## src/inc/mic_pkg.sv

```systemverilog
package mic_pkg;

  // ----------------------------------------------------------------
  // Register map (one aligned word each)
  // ----------------------------------------------------------------
  localparam logic [7:0] MIC_OFS_CTRL   = 8'h00; // irq_control_reg
  localparam logic [7:0] MIC_OFS_ENABLE = 8'h04; // periph_enable_regs
  localparam logic [7:0] MIC_OFS_REQ5   = 8'h08; // periph_request_five
  localparam logic [7:0] MIC_OFS_STATUS = 8'h0C; // core status, read only

  // ----------------------------------------------------------------
  // Field positions
  // ----------------------------------------------------------------
  localparam int MIC_BIT_GIE   = 7;  // global_irq_enable
  localparam int MIC_BIT_PERIPHERAL_GROUP_ENABLE  = 6;  // peripheral_group_enable
  localparam int MIC_BIT_T1G   = 0;  // timer1_gate_flag position
  localparam int MIC_BIT_CELL1 = 4;  // logic_cell1_flag, cells 2..4 above

  // Implemented bits of request register five
  localparam logic [7:0] MIC_REQ5_MASK = 8'hF1;

  // ----------------------------------------------------------------
  // Reset values, fixed vector and Q1 quarter value
  // ----------------------------------------------------------------
  localparam logic [7:0]  MIC_RST_CTRL   = 8'h00;
  localparam logic [7:0]  MIC_RST_ENABLE = 8'h00;
  localparam logic [7:0]  MIC_RST_REQ5   = 8'h00;
  localparam logic [12:0] MIC_VECTOR     = 13'h0004;
  localparam logic [1:0]  MIC_Q1         = 2'h0;

  // ----------------------------------------------------------------
  // Core-side states
  // ----------------------------------------------------------------
  typedef enum logic [1:0] {
    MIC_RUN  = 2'b00,
    MIC_ISR  = 2'b01
  } mic_core_st_t;

endpackage : mic_pkg

```

## src/inc/mic_if.sv

```systemverilog
interface mic_if (
  input wire logic pclk,
  input wire logic presetn
);
  logic        irq_req;     // Device to core: redirect request
  logic        irq_take;    // Core to device: redirection taken (pulse)
  logic        irq_return;  // Core to device: return instruction (pulse)
  logic [12:0] vector;      // Device to core: vector address
  logic        q1;          // Core to device: first quarter of cycle

  modport device (
    input  pclk,
    input  presetn,
    output irq_req,
    output vector,
    input  irq_take,
    input  irq_return,
    input  q1
  );

  modport core (
    input  pclk,
    input  presetn,
    input  irq_req,
    input  vector,
    output irq_take,
    output irq_return,
    output q1
  );
endinterface : mic_if

```

## src/verilog/mic_ctrl.sv

```systemverilog
// Operation
// [RQ1] Any reset leaves all interrupts disabled
// [RQ2] Redirect needs global and individual enable
// [RQ3] Peripheral events also need group enable
// [RQ4] Flags set whatever the enables say
// [RQ5] Taking irq clears global, core vectors 0004h
// [RQ6] Flags still set while global clear
// [RQ7] Return instruction sets global enable again
// [RQ8] Enabled request pends until global set
// [RQ9] Requests sampled in first quarter-cycle
// [RQ10] Software clears serviced flags before return
// [RQ11] Software polls flags to find source
// [RQ12] Bits 7..4 cell flags, software clear
// [RQ13] Bits 3..1 read zero, bit0 gate
// [RQ14] Software clears flags before enabling
// [RQ15] Request is OR of gated enabled flags
//
// Chosen here: the register offsets and the APB slave port.
module mic_ctrl (
  mic_if.device              link,
  input  wire logic          psel,
  input  wire logic          penable,
  input  wire logic          pwrite,
  input  wire logic [7:0]    paddr,
  input  wire logic [31:0]   pwdata,
  output logic      [31:0]   prdata,
  output logic               pready,
  output logic               pslverr,
  input  wire logic [3:0]    logic_cell_event,
  input  wire logic          timer1_gate_event
);

  // ----------------------------------------------------------------
  // State
  // ----------------------------------------------------------------
  typedef struct packed {
    logic [7:0]  irq_control_reg;
    logic [7:0]  periph_enable_regs;
    logic [7:0]  periph_request_five;
    logic        req_sampled;
    logic [31:0] rdata;
    logic        in_service;
  } mic_dev_st_t;

  mic_dev_st_t st_r;
  mic_dev_st_t st_nxt;

  // ----------------------------------------------------------------
  // Decode helpers
  // ----------------------------------------------------------------
  // Map check shared by the error flag and the read path
  function automatic logic mic_mapped(input logic [7:0] a);
    mic_mapped = a == mic_pkg::MIC_OFS_CTRL
              || a == mic_pkg::MIC_OFS_ENABLE
              || a == mic_pkg::MIC_OFS_REQ5
              || a == mic_pkg::MIC_OFS_STATUS;
  endfunction : mic_mapped

  // Read word for one offset; unmapped offsets read as zero
  function automatic logic [31:0] mic_read_word(
    input logic [7:0]  a,
    input mic_dev_st_t s,
    input logic        req
  );
    logic [31:0] word;
    word = 32'h0000_0000;
    if (mic_mapped(a)) begin
      unique case (a)
        mic_pkg::MIC_OFS_CTRL:
          word = {24'h000000, s.irq_control_reg};
        mic_pkg::MIC_OFS_ENABLE:
          word = {24'h000000, s.periph_enable_regs};
        mic_pkg::MIC_OFS_REQ5:   // RQ11
          word = {24'h000000, s.periph_request_five};
        mic_pkg::MIC_OFS_STATUS:
          word = {30'h0000_0000, s.in_service, req};
        default: word = 32'h0000_0000;
      endcase
    end
    mic_read_word = word;
  endfunction : mic_read_word

  logic wr_acc;
  logic rd_acc;
  logic addr_ok;
  logic pending;
  logic [7:0] events;

  // Zero-wait slave: every access completes in its first access cycle.
  // Read data is captured at the end of setup, so the registered word
  // already stands during the access cycle in which pready is high.
  assign wr_acc  = psel && penable && pwrite;
  assign rd_acc  = psel && !penable && !pwrite;
  assign addr_ok = mic_mapped(paddr);
  assign pready  = 1'b1;
  assign pslverr = psel && penable && !addr_ok;
  assign prdata  = st_r.rdata;

  // Event lines mapped onto the flag layout
  assign events = {logic_cell_event, 3'h0, timer1_gate_event}; // RQ13

  // ----------------------------------------------------------------
  // Gated request
  // ----------------------------------------------------------------
  // Only peripheral sources exist here, so group gate always applies
  assign pending = |(st_r.periph_request_five
                     & st_r.periph_enable_regs
                     & mic_pkg::MIC_REQ5_MASK)                 // RQ15 RQ2
                && st_r.irq_control_reg[mic_pkg::MIC_BIT_PERIPHERAL_GROUP_ENABLE]; // RQ3

  // Global enable gates the core request; pending stays latched.
  // The live gate is rechecked too: a stale Q1 sample must not leak
  // through after software drops the group enable or a flag.
  assign link.irq_req = st_r.req_sampled && pending
                     && st_r.irq_control_reg[mic_pkg::MIC_BIT_GIE]; // RQ8
  assign link.vector  = mic_pkg::MIC_VECTOR;                   // RQ5

  // ----------------------------------------------------------------
  // Next state
  // ----------------------------------------------------------------
  always_comb begin
    st_nxt       = st_r;
    st_nxt.rdata = 32'h0000_0000;
    // Sample only in Q1 so latency depends on the running instruction
    if (link.q1) begin
      st_nxt.req_sampled = pending;                            // RQ9
    end
    // Software writes first; hardware set below wins a same-cycle clear
    if (wr_acc) begin
      unique case (paddr)
        mic_pkg::MIC_OFS_CTRL:   st_nxt.irq_control_reg = pwdata[7:0];
        mic_pkg::MIC_OFS_ENABLE: st_nxt.periph_enable_regs =
                                   pwdata[7:0] & mic_pkg::MIC_REQ5_MASK;
        mic_pkg::MIC_OFS_REQ5:   st_nxt.periph_request_five =
                                   pwdata[7:0] & mic_pkg::MIC_REQ5_MASK;
        default: ;
      endcase
    end
    // Capture in setup; the word stands only for the access cycle
    if (rd_acc) begin
      st_nxt.rdata = mic_read_word(paddr, st_r, link.irq_req);
    end
    // Flags set regardless of any enable; unused bits stay zero
    st_nxt.periph_request_five = st_nxt.periph_request_five
                               | (events & mic_pkg::MIC_REQ5_MASK); // RQ4 RQ6 RQ12
    // Taking the vector clears global enable, blocking nesting
    if (link.irq_take) begin
      st_nxt.irq_control_reg[mic_pkg::MIC_BIT_GIE] = 1'b0;    // RQ5
      st_nxt.in_service  = 1'b1;
      st_nxt.req_sampled = 1'b0;
    end else if (link.irq_return) begin
      st_nxt.irq_control_reg[mic_pkg::MIC_BIT_GIE] = 1'b1;    // RQ7
      st_nxt.in_service = 1'b0;
    end
  end

  // ----------------------------------------------------------------
  // Usage notes
  // ----------------------------------------------------------------
  // Limitation: a flag that is still set when the return instruction
  // runs brings the core straight back to the vector, since the flag
  // is level state and nothing here remembers that it was serviced.
  // Software therefore clears serviced flags before it returns.
  //
  // Limitation: all sources share one vector, so the service routine
  // must read request register five to learn which cell or the timer
  // gate asked. Several flags may be set at once.
  //
  // Trade-off: the request is sampled once per instruction cycle, in
  // its first quarter. This adds up to a few cycles of latency but
  // keeps the Q1 sample, req_sampled, stable for a whole cycle.
  //
  // Hazard: enabling a source whose flag is already set fires at once.
  // Software clears stale flags before it writes the enable register.
  //
  // Status word: bit 1 shows service in progress, bit 0 the live core
  // request; both are read only and writes to that word are dropped.

  // ----------------------------------------------------------------
  // Registers
  // ----------------------------------------------------------------
  always_ff @(posedge link.pclk or negedge link.presetn) begin
    if (!link.presetn) begin
      st_r.irq_control_reg     <= mic_pkg::MIC_RST_CTRL;      // RQ1
      st_r.periph_enable_regs  <= mic_pkg::MIC_RST_ENABLE;    // RQ1
      st_r.periph_request_five <= mic_pkg::MIC_RST_REQ5;
      st_r.req_sampled         <= 1'b0;
      st_r.rdata               <= 32'h0000_0000;
      st_r.in_service          <= 1'b0;
    end else begin
      st_r <= st_nxt;
    end
  end

endmodule : mic_ctrl
```

## src/flat_wrapper.sv

```systemverilog
// flat-port wrapper written by rule: the top's interface ports become plain ports
module mic_ctrl_flat 
  (psel, penable, pwrite, paddr, pwdata, prdata, pready, pslverr, logic_cell_event, timer1_gate_event, pclk, presetn, link_irq_req, link_vector, link_irq_take, link_irq_return, link_q1);
  mic_if link_i (.pclk(pclk), .presetn(presetn));
  input  wire logic psel;
  input  wire logic penable;
  input  wire logic pwrite;
  input  wire logic [7:0] paddr;
  input  wire logic [31:0] pwdata;
  output logic      [31:0] prdata;
  output logic pready;
  output logic pslverr;
  input  wire logic [3:0] logic_cell_event;
  input  wire logic timer1_gate_event;
  input wire logic pclk;
  input wire logic presetn;
  output wire logic [$bits(link_i.irq_req)-1:0] link_irq_req;
  output wire logic [$bits(link_i.vector)-1:0] link_vector;
  input wire logic [$bits(link_i.irq_take)-1:0] link_irq_take;
  input wire logic [$bits(link_i.irq_return)-1:0] link_irq_return;
  input wire logic [$bits(link_i.q1)-1:0] link_q1;
  assign link_irq_req = link_i.irq_req;
  assign link_vector = link_i.vector;
  assign link_i.irq_take = link_irq_take;
  assign link_i.irq_return = link_irq_return;
  assign link_i.q1 = link_q1;
  mic_ctrl u_core (.link(link_i), .psel(psel), .penable(penable), .pwrite(pwrite), .paddr(paddr), .pwdata(pwdata), .prdata(prdata), .pready(pready), .pslverr(pslverr), .logic_cell_event(logic_cell_event), .timer1_gate_event(timer1_gate_event));
endmodule
```

## config.mk

```make
export PLATFORM = sky130hd
export DESIGN_NAME = mic_ctrl_flat
export DESIGN_NICKNAME = d
export VERILOG_FILES = /design/src/inc/mic_pkg.sv /design/src/inc/mic_if.sv /design/src/verilog/mic_ctrl.sv /design/src/flat_wrapper.sv
export SDC_FILE = /design/constraint.sdc
export NUM_CORES = 1
export LEC_CHECK = 0
export BUFFER_PORTS_ARGS = -buffer_cell sky130_fd_sc_hd__buf_2
export CORE_UTILIZATION = 30
export CTS_CLUSTER_SIZE = 16
export DETAILED_ROUTE_END_ITERATION = 7
export GPL_ROUTABILITY_DRIVEN = 1
export GPL_TIMING_DRIVEN = 0
export PLACE_DENSITY_LB_ADDON = 0.05
export SYNTH_ARGS = -nofsm -noshare
export SYNTH_HDL_FRONTEND = slang
export SYNTH_SLANG_ARGS = --single-unit
```

## constraint.sdc

```tcl
create_clock -name pclk -period 1.9 [get_ports pclk]
set_input_delay 0.19 -clock pclk [delete_from_list [all_inputs] [get_ports pclk]]
set_output_delay 0.19 -clock pclk [all_outputs]
set_load 0.03 [all_outputs]
```

# --- After elaboration in Yosys (flattened, before gate mapping) ---
# Index checks and enable logic that the tools add are counted.
op_classes:
  muxes: 13
  bitwise_logic: 2
  eq_ne: 3
  reduce_logical: 23
op_table:
  columns: ["operator", "count"]
  rows:
  - ["32-bit two-way mux", 2]
  - ["8-bit one-hot mux with 4 select lines", 1]
  - ["24-bit two-way mux", 1]
  - ["8-bit two-way mux", 3]
  - ["8-bit by 4-bit == test with 1-bit output, second input constant", 2]
  - ["8-bit AND", 1]
  - ["8-bit by 3-bit == test with 1-bit output, second input constant", 1]
  - ["1-bit logical AND", 8]
  - ["8-bit zero test", 1]
  - ["8-bit OR", 1]
  - ["1-bit two-way mux", 6]
  - ["2-bit AND reduction", 3]
  - ["3-bit nonzero test", 2]
  - ["5-bit OR reduction", 1]
  - ["2-bit nonzero test", 2]
  - ["1-bit zero test", 3]
  - ["1-bit logical OR", 3]
totals:
  in_bits: 53
  wordCells: 48
  reg_bits: 55

# --- Logic depth before layout (Yosys ltp) ---
# Gate-level depths: netlist of the first run.
depth:
  depth_word: 8
  depth_mapped: 4
  ltp_nobuf: 3

# --- Worst setup path after synthesis of the first run ---
# OpenSTA, ideal clock, no wires.
synth_path:
  path_kind: "input port to flip-flop"
  start: "input paddr[1]"
  end: "register u_core.st_r[42] in the netlist's numbering"
  slack_ns: 0.603
  arrival_time_ns: 1.172
  cell_stages: 3
  setup_time_ns: 0.125
  path_cell_list: "nor4_4 -> nand4_1 -> mux2_2"
synth_via:
  elab_chain_len: 2
synth_lines:
  columns: ["element", "line", "text"]
  rows:
  - ["start, declared", "flat_wrapper.sv:8", "input wire logic [7:0] paddr;"]
  - ["8-bit by 3-bit == test with 1-bit output", "mic_ctrl.sv:130", "unique case (paddr)"]
  - ["2-bit AND reduction (no source line)", null, null]
  - ["end signal, assigned", "mic_ctrl.sv:191", "st_r <= st_nxt;"]
  - ["end, declared", "mic_ctrl.sv:45", "mic_dev_st_t st_r;"]
# No other way between the ends.
# A chain may end at the register's enable or synchronous reset.

# --- Final worst setup path of the first run ---
layout_path:
  start: "register u_core.st_r[48] in the netlist's numbering"
  end: "output link_irq_req"
layout_via:
  elab_chain_len: 5
layout_lines:
  columns: ["element", "line", "text"]
  rows:
  - ["8-bit AND", "mic_ctrl.sv:107", "& st_r.periph_enable_regs"]
  - ["5-bit OR reduction", "mic_ctrl.sv:106", "assign pending = |(st_r.periph_request_five"]
  - ["1-bit logical AND", "mic_ctrl.sv:109", "&& st_r.irq_control_reg[mic_pkg::MIC_BIT_PERIPHERAL_GROUP_ENABLE];"]
  - ["1-bit logical AND", "mic_ctrl.sv:114", "assign link.irq_req = st_r.req_sampled && pending"]
  - ["1-bit logical AND", "mic_ctrl.sv:115", "&& st_r.irq_control_reg[mic_pkg::MIC_BIT_GIE];"]
  - ["end, declared", "flat_wrapper.sv:17", "output wire logic [$bits(link_i.irq_req)-1:0] link_irq_req;"]
# No other way between the ends.

==> flow_summary_export.csv, run 1 <==
group,metric,value,unit
cts,clockRootBuffer,"clkbuf_8",
sta,rsz0062_at_grt,"false",
grt,antenna_found_initial,0,
place,gp_congestion,0.788,
yosys,avgSynthCellArea,10.6,um2
cts,clkTransAtPathRegs,0.09,ns
cts,postCtsSetupBuffers,0,
run_status,status,"complete, no violations",
sta,slew_violations,0,
worst_setup_path,critPathRequiredTime,1.71,ns
floorplan,die_h,76.1,um
finish,drive_above_1_share,44.7,%
worst_setup_path,crit_arrival,1.51,ns
route,via_per_inst,3.92,
sta,slew_headroom,58.5,%
cts,clkLatencyLatePin,0.27,ns
route,vias,1197,
sta,clock.fmax,587,MHz
yosys,synth_compound_area_share,8.42,%
route,ant_nets,0,
worst_setup_path,critPathLaunchType,"flip-flop",
yosys,synthMuxAreaShare,14.3,%
yosys,synth_edf_count,0,
sta,tns,0,ns
worst_hold_path,whs_path_depth,2,
worst_setup_path,r2r_cells,3,
yosys,ys_types,29,
worst_setup_path,critPathMaxStageDelay,0.47,ns
sta,tightest_slew,0.622,ns
finish,nFillCells,545,
cts,cts_tree,"yes",
yosys,yosysTopAreaCell,"dfrtp_1",
grt,first_global_vias,1103,
floorplan,fp.dieW,76.1,um
worst_setup_path,path_cells,"a222oi_1, a21oi_1, buf_2",
sta,fin_crit_sh,89.6,%
pwr,pwr_density_cell,582,mW/mm2
route,drtIter0Drc,44,
grt,grt_use_total,11.7,%
finish,areaGrowthSynthToFinish,29.0,%
cts,cts-buffers-inserted,3,
grt,grt_first_pass_wirelength,5410,um
place,numPortBuffers,38,
floorplan,fp-row-count,26,
yosys,postSynthCellCount,156,
finish,num-nets-final,289,
place,dp_hpwl,2540,um
route,route.detailed.drc,0,
finish,ff_latch_area,701,um2
floorplan,num_io_pins,101,
yosys,synth_simple_gate_area_share,12.4,%
sta,min_period,1.70,ns
worst_setup_path,crit_type,"flip-flop to primary output",
yosys,seq_area_frac_synth,42.5,%
sta,hold_ws,0.118,ns
floorplan,core_area,0.00520,mm2
worst_setup_path,cp_slowest_cell,"a222oi_1",
worst_setup_path,critPathCaptureType,"primary output",
yosys,yosysTopAreaCellShare,42.5,%
route,avgRoutedWirePerCell,10.6,um
yosys,synth_area_leaders,"dfrtp_1 42%, buf_4 21%, mux2_2 8.2%",
yosys,yosysMostFrequentCell,"buf_4",
sta,clock_skew,0.00284,ns
grt,grt_max_degree,29,
yosys,async_reset_ff_share,100,%
sta,setup_viol,0,
yosys,yosysWarnings,0,
yosys,synth_top_family_by_area,"buffers and inverters",
worst_hold_path,hold_path.class,"input pin to flip-flop",
yosys,synthXorXnorAreaFrac,0,%
grt,grt-ovfl-total,0,
floorplan,initial_core_util,31.7,%
route,wl,3240,um
sta,finalHoldViolCount,0,
job,maxCapViolCount,0,
finish,multi_input_area,722,um2
pwr,p_leak,1.20,nW
cts,cts.sinks,28,
pwr,irDropWorstVdd,290,uV
worst_setup_path,crit_fanout,3,
route,drtPass1Iterations,4,
yosys,synth_flop_cell,"dfrtp_1",
yosys,synthAdderAreaFrac,0,%
yosys,ys_ff_latch,28,
floorplan,dieArea,0.00580,mm2
finish,n_antenna_cell,0,
yosys,synthTopCellsByCount,"46 x buf_4, 28 x dfrtp_1, 17 x nor2_1",
cts,clk_path_buf_depth,2,
cts,cts_htree_levels,1,
yosys,synth_area,0.00165,mm2
cell families after synthesis:
| group | count (synthesis) |
|---|---|
| multiplexers | 22 |
| flip-flops | 28 |
| AO/OA/AOI/OAI | 18 |
| other | 2 |
| buffers and inverters | 50 |
| AND/OR/NAND/NOR | 36 |
worst max-delay path, delay by kind of cell (launching register included):
kind / cells / cell delay, ns
buf+inv: 1 / 0.21
compound gates: 2 / 0.62
flops: 1 / 0.42
placed cells by master (no fill, tap or decap), drive strengths merged, types with 3 or more instances in the layout:
master and instances:
buf 85, conb 38, dfrtp 28, nor2 17, mux2 12, mux2i 10, a21oi 5, a2bb2oi 5
nand4 5, clkbuf 5, nand2 3
per-layer routing:
| layer | vias up | part of all wire [%] | GRT usage (%) |
|---|---|---|---|
| met4 | 0 | 0.62 | 2.12 |
| met1 | 535 | 45 | 15.6 |
| met2 | 43 | 48 | 19.5 |
| met5 | - | 0 | 0 |
| met3 | 4 | 6.1 | 2.87 |
| li1 | 615 | - | - |
sequential cells by signal, summed over array words and instances, names as in the netlist:
signal	cells
u_core.st_r	20
u_core.prdata	8
metrics by stage:
stage	cells	utilization, %	cell area [um2]	worst slack (ns)	power [mW]
final	305	40.9	2130	0.197	1.24
after global routing	305	40.9	2130	0.131	1.30
after CTS	305	40.9	2130	0.195	1.25
after detailed placement	300	39.6	2060	0.183	0.887
after global placement	300	39.6	2060	0.174	0.887
after floorplan	192	-	1780	0.603	0.824
where the power goes:
group	internal [mW]	switching, mW	leakage [nW]
registers	0.602	0.00465	0.360
logic	0.103	0.168	0.815
clock network	0.185	0.175	0.0288
path summary, 6_finish.rpt:
check / slack, ns / startpoint / end
hold / removal: 0.12 / link_irq_take / u_core.st_r[33]$_DFFE_PN0P_
setup / recovery: 0.20 / u_core.st_r[48]$_DFFE_PN0P_ / link_irq_req
hold reg to reg: 0.48 / u_core.st_r[0]$_DFFE_PN0P_ / u_core.st_r[0]$_DFFE_PN0P_
min in group asynchronous: 0.47 / presetn / u_core.prdata[7]$_DFF_PN0_
max in group asynchronous: 1.03 / presetn / u_core.st_r[41]$_DFF_PN0_
setup reg to reg: 0.62 / u_core.st_r[48]$_DFFE_PN0P_ / u_core.prdata[0]$_DFF_PN0_
final cells by class:
class,instances,share of cell area [%]
buffer,48,16.6
clock buffer,4,2.59
inverter,2,0.353
multi-input combinational,114,33.9
sequential,28,32.9
tap,70,4.12
timing repair buffer,39,9.41
what timing repair did:
action	in CTS	in global routing
resized for setup	0	0
hold buffers	1	0
endpoints found under the setup margin	0	0
hold endpoints to repair	28	0
No activity file was read; power rests on OpenSTA's default activity.
==> run 2: changes to the inputs <==
ABC_AREA = 1   (was unset)
CAP_MARGIN = 20   (was unset)
clock period = 2.2 ns   (was 1.9 ns; I/O delays follow)
==> run 2 against run 1 <==
Compared with the run above: critical path depth increased by 4; largest power group unchanged; non-clock buffer count increased by 2; clock power increased by 12%; combinational power decreased by 16%; design area increased by 6.9%; final cell count increased by 24%.
==> flow_summary_export.csv, run 2 <==
group,metric,value,unit
run_status,status,"complete, no violations",
grt,grt_use_total,12.3,%
pwr,p_int,845,uW
finish,final_common_cell,"nand2_1",
sta,finalHoldViolCount,0,
route,drtIter0Drc,55,
pwr,pwr_density_cell,510,mW/mm2
worst_setup_path,critPathRequiredTime,1.98,ns
yosys,synthTopCellsByCount,"53 x nand2_1, 47 x buf_4, 28 x dfrtp_1",
pwr,p_leak,1.37,nW
sta,hold_ws,0.114,ns
pwr,irDropWorstVdd,316,uV
finish,final_cell_mix,"53 x nand2_1, 47 x buf_4, 40 x buf_2",
cts,clkTransAtPathRegs,0.10,ns
pwr,clkPwrFrac,34.8,%
sta,fin_crit_sh,68.3,%
place,numPortBuffers,38,
yosys,yosysTopAreaCellShare,39.4,%
worst_setup_path,crit_arrival,1.28,ns
yosys,synth_area_leaders,"dfrtp_1 39%, buf_4 20%, nand2_1 11%",
cts,clockRootBuffer,"clkbuf_8",
sta,setup_viol,0,
route,via_per_inst,3.81,
grt,grt-ovfl-total,0,
yosys,synth_flop_cell,"dfrtp_1",
sta,slew_violations,0,
finish,drive_above_1_share,35.7,%
route,ant_nets,0,
route,avgRoutedWirePerCell,9.38,um
finish,largest_reg_flops,20,
finish,nFillCells,632,
sta,rsz0062_at_grt,"false",
floorplan,die_h,79.0,um
route,route.detailed.drc,0,
floorplan,fp.dieW,79.0,um
pwr,p_switching,314,uW
yosys,ys_ff_latch,28,
floorplan,fp-row-count,27,
finish,num-nets-final,359,
finish,n_antenna_cell,0,
place,dp_hpwl,2770,um
yosys,postSynthCellCount,226,
place,gp_congestion,0.780,
yosys,yosysWarnings,0,
job,maxCapViolCount,0,
floorplan,core_area,0.00561,mm2
finish,top_register,"u_core.st_r",
finish,areaGrowthSynthToFinish,27.9,%
worst_setup_path,critPathCaptureType,"primary output",
route,wl,3540,um
cts,postCtsSetupBuffers,0,
grt,grt_first_pass_wirelength,6030,um
pwr,pwr-share-seq,45.5,%
cts,cts.sinks,28,
sta,min_period,1.50,ns
sta,clock.fmax,666,MHz
yosys,async_reset_ff_share,100,%
worst_setup_path,crit_type,"flip-flop to primary output",
sta,tightest_slew,0.628,ns
pwr,swShare,27.1,%
finish,multi_input_area,741,um2
yosys,synth_edf_count,0,
worst_hold_path,hold_path.class,"input pin to flip-flop",
sta,clock_skew,0.00126,ns
cts,cts_tree,"yes",
sta,tns,0,ns
floorplan,dieArea,0.00624,mm2
sta,slew_headroom,58.2,%
yosys,seq_area_frac_synth,39.4,%
cts,cts-buffers-inserted,3,
floorplan,num_io_pins,101,
grt,first_global_vias,1348,
yosys,yosysMostFrequentCell,"nand2_1",
worst_setup_path,critPathLaunchType,"flip-flop",
yosys,synth_area,0.00178,mm2
place,dpl_cell_area,0.00219,mm2
worst_setup_path,crit_fanout,3,
cts,clkLatencyLatePin,0.27,ns
yosys,ys_types,24,
route,drtPass1Iterations,4,
grt,antenna_found_initial,0,
yosys,avgSynthCellArea,7.87,um2
finish,ff_latch_area,701,um2
grt,grt_max_degree,29,
yosys,yosysTopAreaCell,"dfrtp_1",
floorplan,initial_core_util,31.7,%
pwr,p_comb_share,19.7,%
finish,final_area,0.00227,mm2
cts,cts_htree_levels,1,
cts,clk_path_buf_depth,2,
route,vias,1435,
[run 2: critical path, stage by stage, from the launching register on]
cell and delay, ns:
dfrtp_1 0.41, nand2_1 0.08, nand2_1 0.05, nor2_1 0.09, nand2_1 0.09, nand2_1 0.08, nor2_1 0.04, buf_2 0.17
[run 2: power by group through the flow]
stage                     clock (mW)  combinational (mW)  sequential (mW)
after floorplan                    0               0.176            0.536
after global placement             0               0.226            0.537
after detailed placement           0               0.227            0.538
after CTS                      0.414               0.229            0.527
after global routing           0.434               0.249            0.529
final                          0.404               0.228            0.527
[run 2: final cells by class]
class / count / share of cell area, %
repair buffers: 39 / 8.80
multi-input cells: 158 / 32.6
clock buffers: 3 / 1.82
well taps: 72 / 3.96
plain buffers: 50 / 16.4
inverters: 26 / 4.29
flip-flops and latches: 28 / 30.8
clock inverters: 1 / 1.32
[run 2: layer usage]
metal	GRT usage (%)	vias to the layer above	routed length [um]
li1	-	772	-
met1	15.2	615	1590
met2	21.5	46	1680
met3	3.22	2	244
met4	2.36	0	19
met5	0	-	0
[run 2: cells by family after synthesis]
| logic type | share of synthesized area, % |
|---|---|
| compound gates | 5.70 |
| buf+inv | 26.5 |
| flops | 39.4 |
| other cells | 0.422 |
| simple gates | 27.9 |
[run 2: timing repair]
action | CTS | global route
hold endpoints to repair | 28 | 0
resized for setup | 0 | 0
hold buffers | 1 | 0
[run 2: through the flow]
step / util, % / setup WS [ns] / total power [mW] / cells
finish: 40.6 / 0.698 / 1.16 / 377
global route: 40.6 / 0.596 / 1.21 / 377
CTS: 40.6 / 0.690 / 1.17 / 377
detailed placement: 39.1 / 0.750 / 0.765 / 372
global placement: 39.1 / 0.753 / 0.763 / 372
floorplan: - / 0.976 / 0.712 / 262
[run 2: path summary, 6_finish.rpt]
path | start | endpoint | slack, ns | depth (start not counted)
worst max-delay path | u_core.st_r[39]$_DFF_PN0_ | link_irq_req | 0.70 | 7
worst min-delay path | link_q1 | u_core.st_r[33]$_DFFE_PN0P_ | 0.11 | 2
worst max register to register | u_core.st_r[39]$_DFF_PN0_ | u_core.prdata[0]$_DFF_PN0_ | 1.23 | 6
worst min register to register | u_core.st_r[0]$_DFFE_PN0P_ | u_core.st_r[0]$_DFFE_PN0P_ | 0.48 | 2
max in group asynchronous | presetn | u_core.st_r[50]$_DFFE_PN0P_ | 1.30 | 2
min in group asynchronous | presetn | u_core.prdata[2]$_DFF_PN0_ | 0.49 | 2
==> run 3: changes to the inputs <==
clock period = 1.5 ns   (was 2.2 ns; I/O delays follow)
==> run 3 against run 2 <==
Compared with the run above: sequential share of layout area about the same; critical path depth unchanged; die area unchanged; combinational power increased by 47%; via count about the same; critical path type unchanged.
==> flow_summary_export.csv, run 3 (same netlist as run 2, synthesis figures left out) <==
group,metric,value,unit
run_status,status,"complete, no violations",
sta,layout_setup_ws,0.0808,ns
place,dp_hpwl,2770,um
finish,largest_reg_flops,20,
route,ant_nets,0,
grt,first_global_vias,1348,
worst_setup_path,reg2reg_from,"u_core.st_r[39]$_DFF_PN0_",
sta,min_period,1.42,ns
finish,fin_util,40.6,%
finish,final_cell_mix,"53 x nand2_1, 48 x buf_4, 39 x buf_2",
finish,fin_cells,377,
worst_setup_path,critPathCaptureType,"primary output",
grt,grt_max_degree,29,
sta,rsz0062_at_grt,"true",
cts,clkTransAtPathRegs,0.10,ns
floorplan,dieArea,0.00624,mm2
route,via_per_inst,3.80,
place,pre_cts_slack,0.120,ns
worst_setup_path,rrSetupSlack,0.53,ns
pwr,pwr_density_cell,747,mW/mm2
cts,clkLatencyLatePin,0.27,ns
cts,cts_tree,"yes",
route,drtIter0Drc,67,
route,route.detailed.drc,0,
finish,top_register,"u_core.st_r",
floorplan,fp.dieW,79.0,um
place,numPortBuffers,38,
sta,tns,0,ns
worst_hold_path,min_from,"link_q1",
route,wl,3540,um
sta,tightest_slew,0.623,ns
worst_hold_path,whs_path_depth,2,
worst_setup_path,crit_fanout,3,
place,dpl_cell_area,0.00219,mm2
sta,setup_viol,0,
worst_setup_path,crit_type,"flip-flop to primary output",
grt,grt_use_total,12.3,%
place,place_inst,372,
worst_setup_path,r2r_cells,6,
cts,clk_path_buf_depth,2,
sta,slew_headroom,58.5,%
floorplan,fp-row-count,27,
worst_setup_path,critPathLaunchType,"flip-flop",
finish,n_antenna_cell,0,
job,maxCapViolCount,0,
finish,num-nets-final,359,
floorplan,core_area,0.00561,mm2
cts,postCtsSetupBuffers,0,
grt,grt_first_pass_wirelength,6030,um
sta,hold_ws,0.0449,ns
worst_hold_path,hold_path.class,"input pin to flip-flop",
finish,final_common_cell,"nand2_1",
pwr,p_leak,1.37,nW
finish,areaGrowthSynthToFinish,28.1,%
cts,cts-buffers-inserted,3,
sta,slew_violations,0,
cts,cts.sinks,28,
worst_setup_path,cp-startpoint,"u_core.st_r[39]$_DFF_PN0_",
route,avgRoutedWirePerCell,9.38,um
finish,drive_above_1_share,35.7,%
cts,clockRootBuffer,"clkbuf_8",
pwr,irDropWorstVdd,465,uV
route,drtPass1Iterations,4,
route,vias,1434,
place,gp_congestion,0.780,
sta,clock_skew,0.000847,ns
pwr,p_total,1.70,mW
sta,clock.fmax,705,MHz
grt,grt-ovfl-total,0,
worst_setup_path,critPathRequiredTime,1.35,ns
finish,final_area,0.00228,mm2
grt,antenna_found_initial,0,
cts,cts_htree_levels,1,
sta,fin_crit_sh,94.6,%
floorplan,die_h,79.0,um
sta,finalHoldViolCount,0,
worst_setup_path,crit_arrival,1.27,ns
floorplan,initial_core_util,31.7,%
floorplan,num_io_pins,101,
## run 3: layout make-up
class | instances | area, um2
Clock inverter | 1 | 30.0
Clock buffer | 3 | 41.3
Tap cell | 72 | 90.1
Inverter | 26 | 97.6
Sequential cell | 28 | 701
Timing Repair Buffer | 39 | 203
Multi-Input combinational cell | 158 | 741
Buffer | 50 | 374
Fill cell | 630 | 3330
## run 3: path summary, 6_finish.rpt
path                                               end
setup / recovery                          link_irq_req
hold / removal             u_core.st_r[33]$_DFFE_PN0P_
setup reg to reg            u_core.prdata[0]$_DFF_PN0_
hold reg to reg             u_core.st_r[0]$_DFFE_PN0P_
max in group asynchronous  u_core.st_r[50]$_DFFE_PN0P_
min in group asynchronous   u_core.prdata[2]$_DFF_PN0_
## run 3: what timing repair did
action	4_1_cts	5_1_grt
hold endpoints to repair	28	0
hold buffers	1	0
resized for setup	0	2
endpoints found under the setup margin	0	1
## run 3: metal layers
| metal | vias up | share of wire [%] | track usage [%] | routed length, um |
|---|---|---|---|---|
| li1 | 773 | - | - | - |
| met1 | 617 | 46 | 15.2 | 1610 |
| met2 | 42 | 48 | 21.5 | 1690 |
| met3 | 2 | 6.2 | 3.22 | 219 |
| met4 | 0 | 0.54 | 2.36 | 19 |
| met5 | - | 0 | 0 | 0 |
## run 3: critical path: stages, from the launching register on
cell and delay [ns]:
dfrtp_1 0.41, nand2_1 0.08, nand2_1 0.05, nor2_1 0.08
nand2_1 0.09, nand2_1 0.08, nor2_1 0.05, buf_4 0.16
## run 3: report_power, final
| group | internal (mW) | switching [mW] |
|---|---|---|
| sequential | 0.766 | 0.00770 |
| clock | 0.357 | 0.236 |
| combinational | 0.117 | 0.218 |
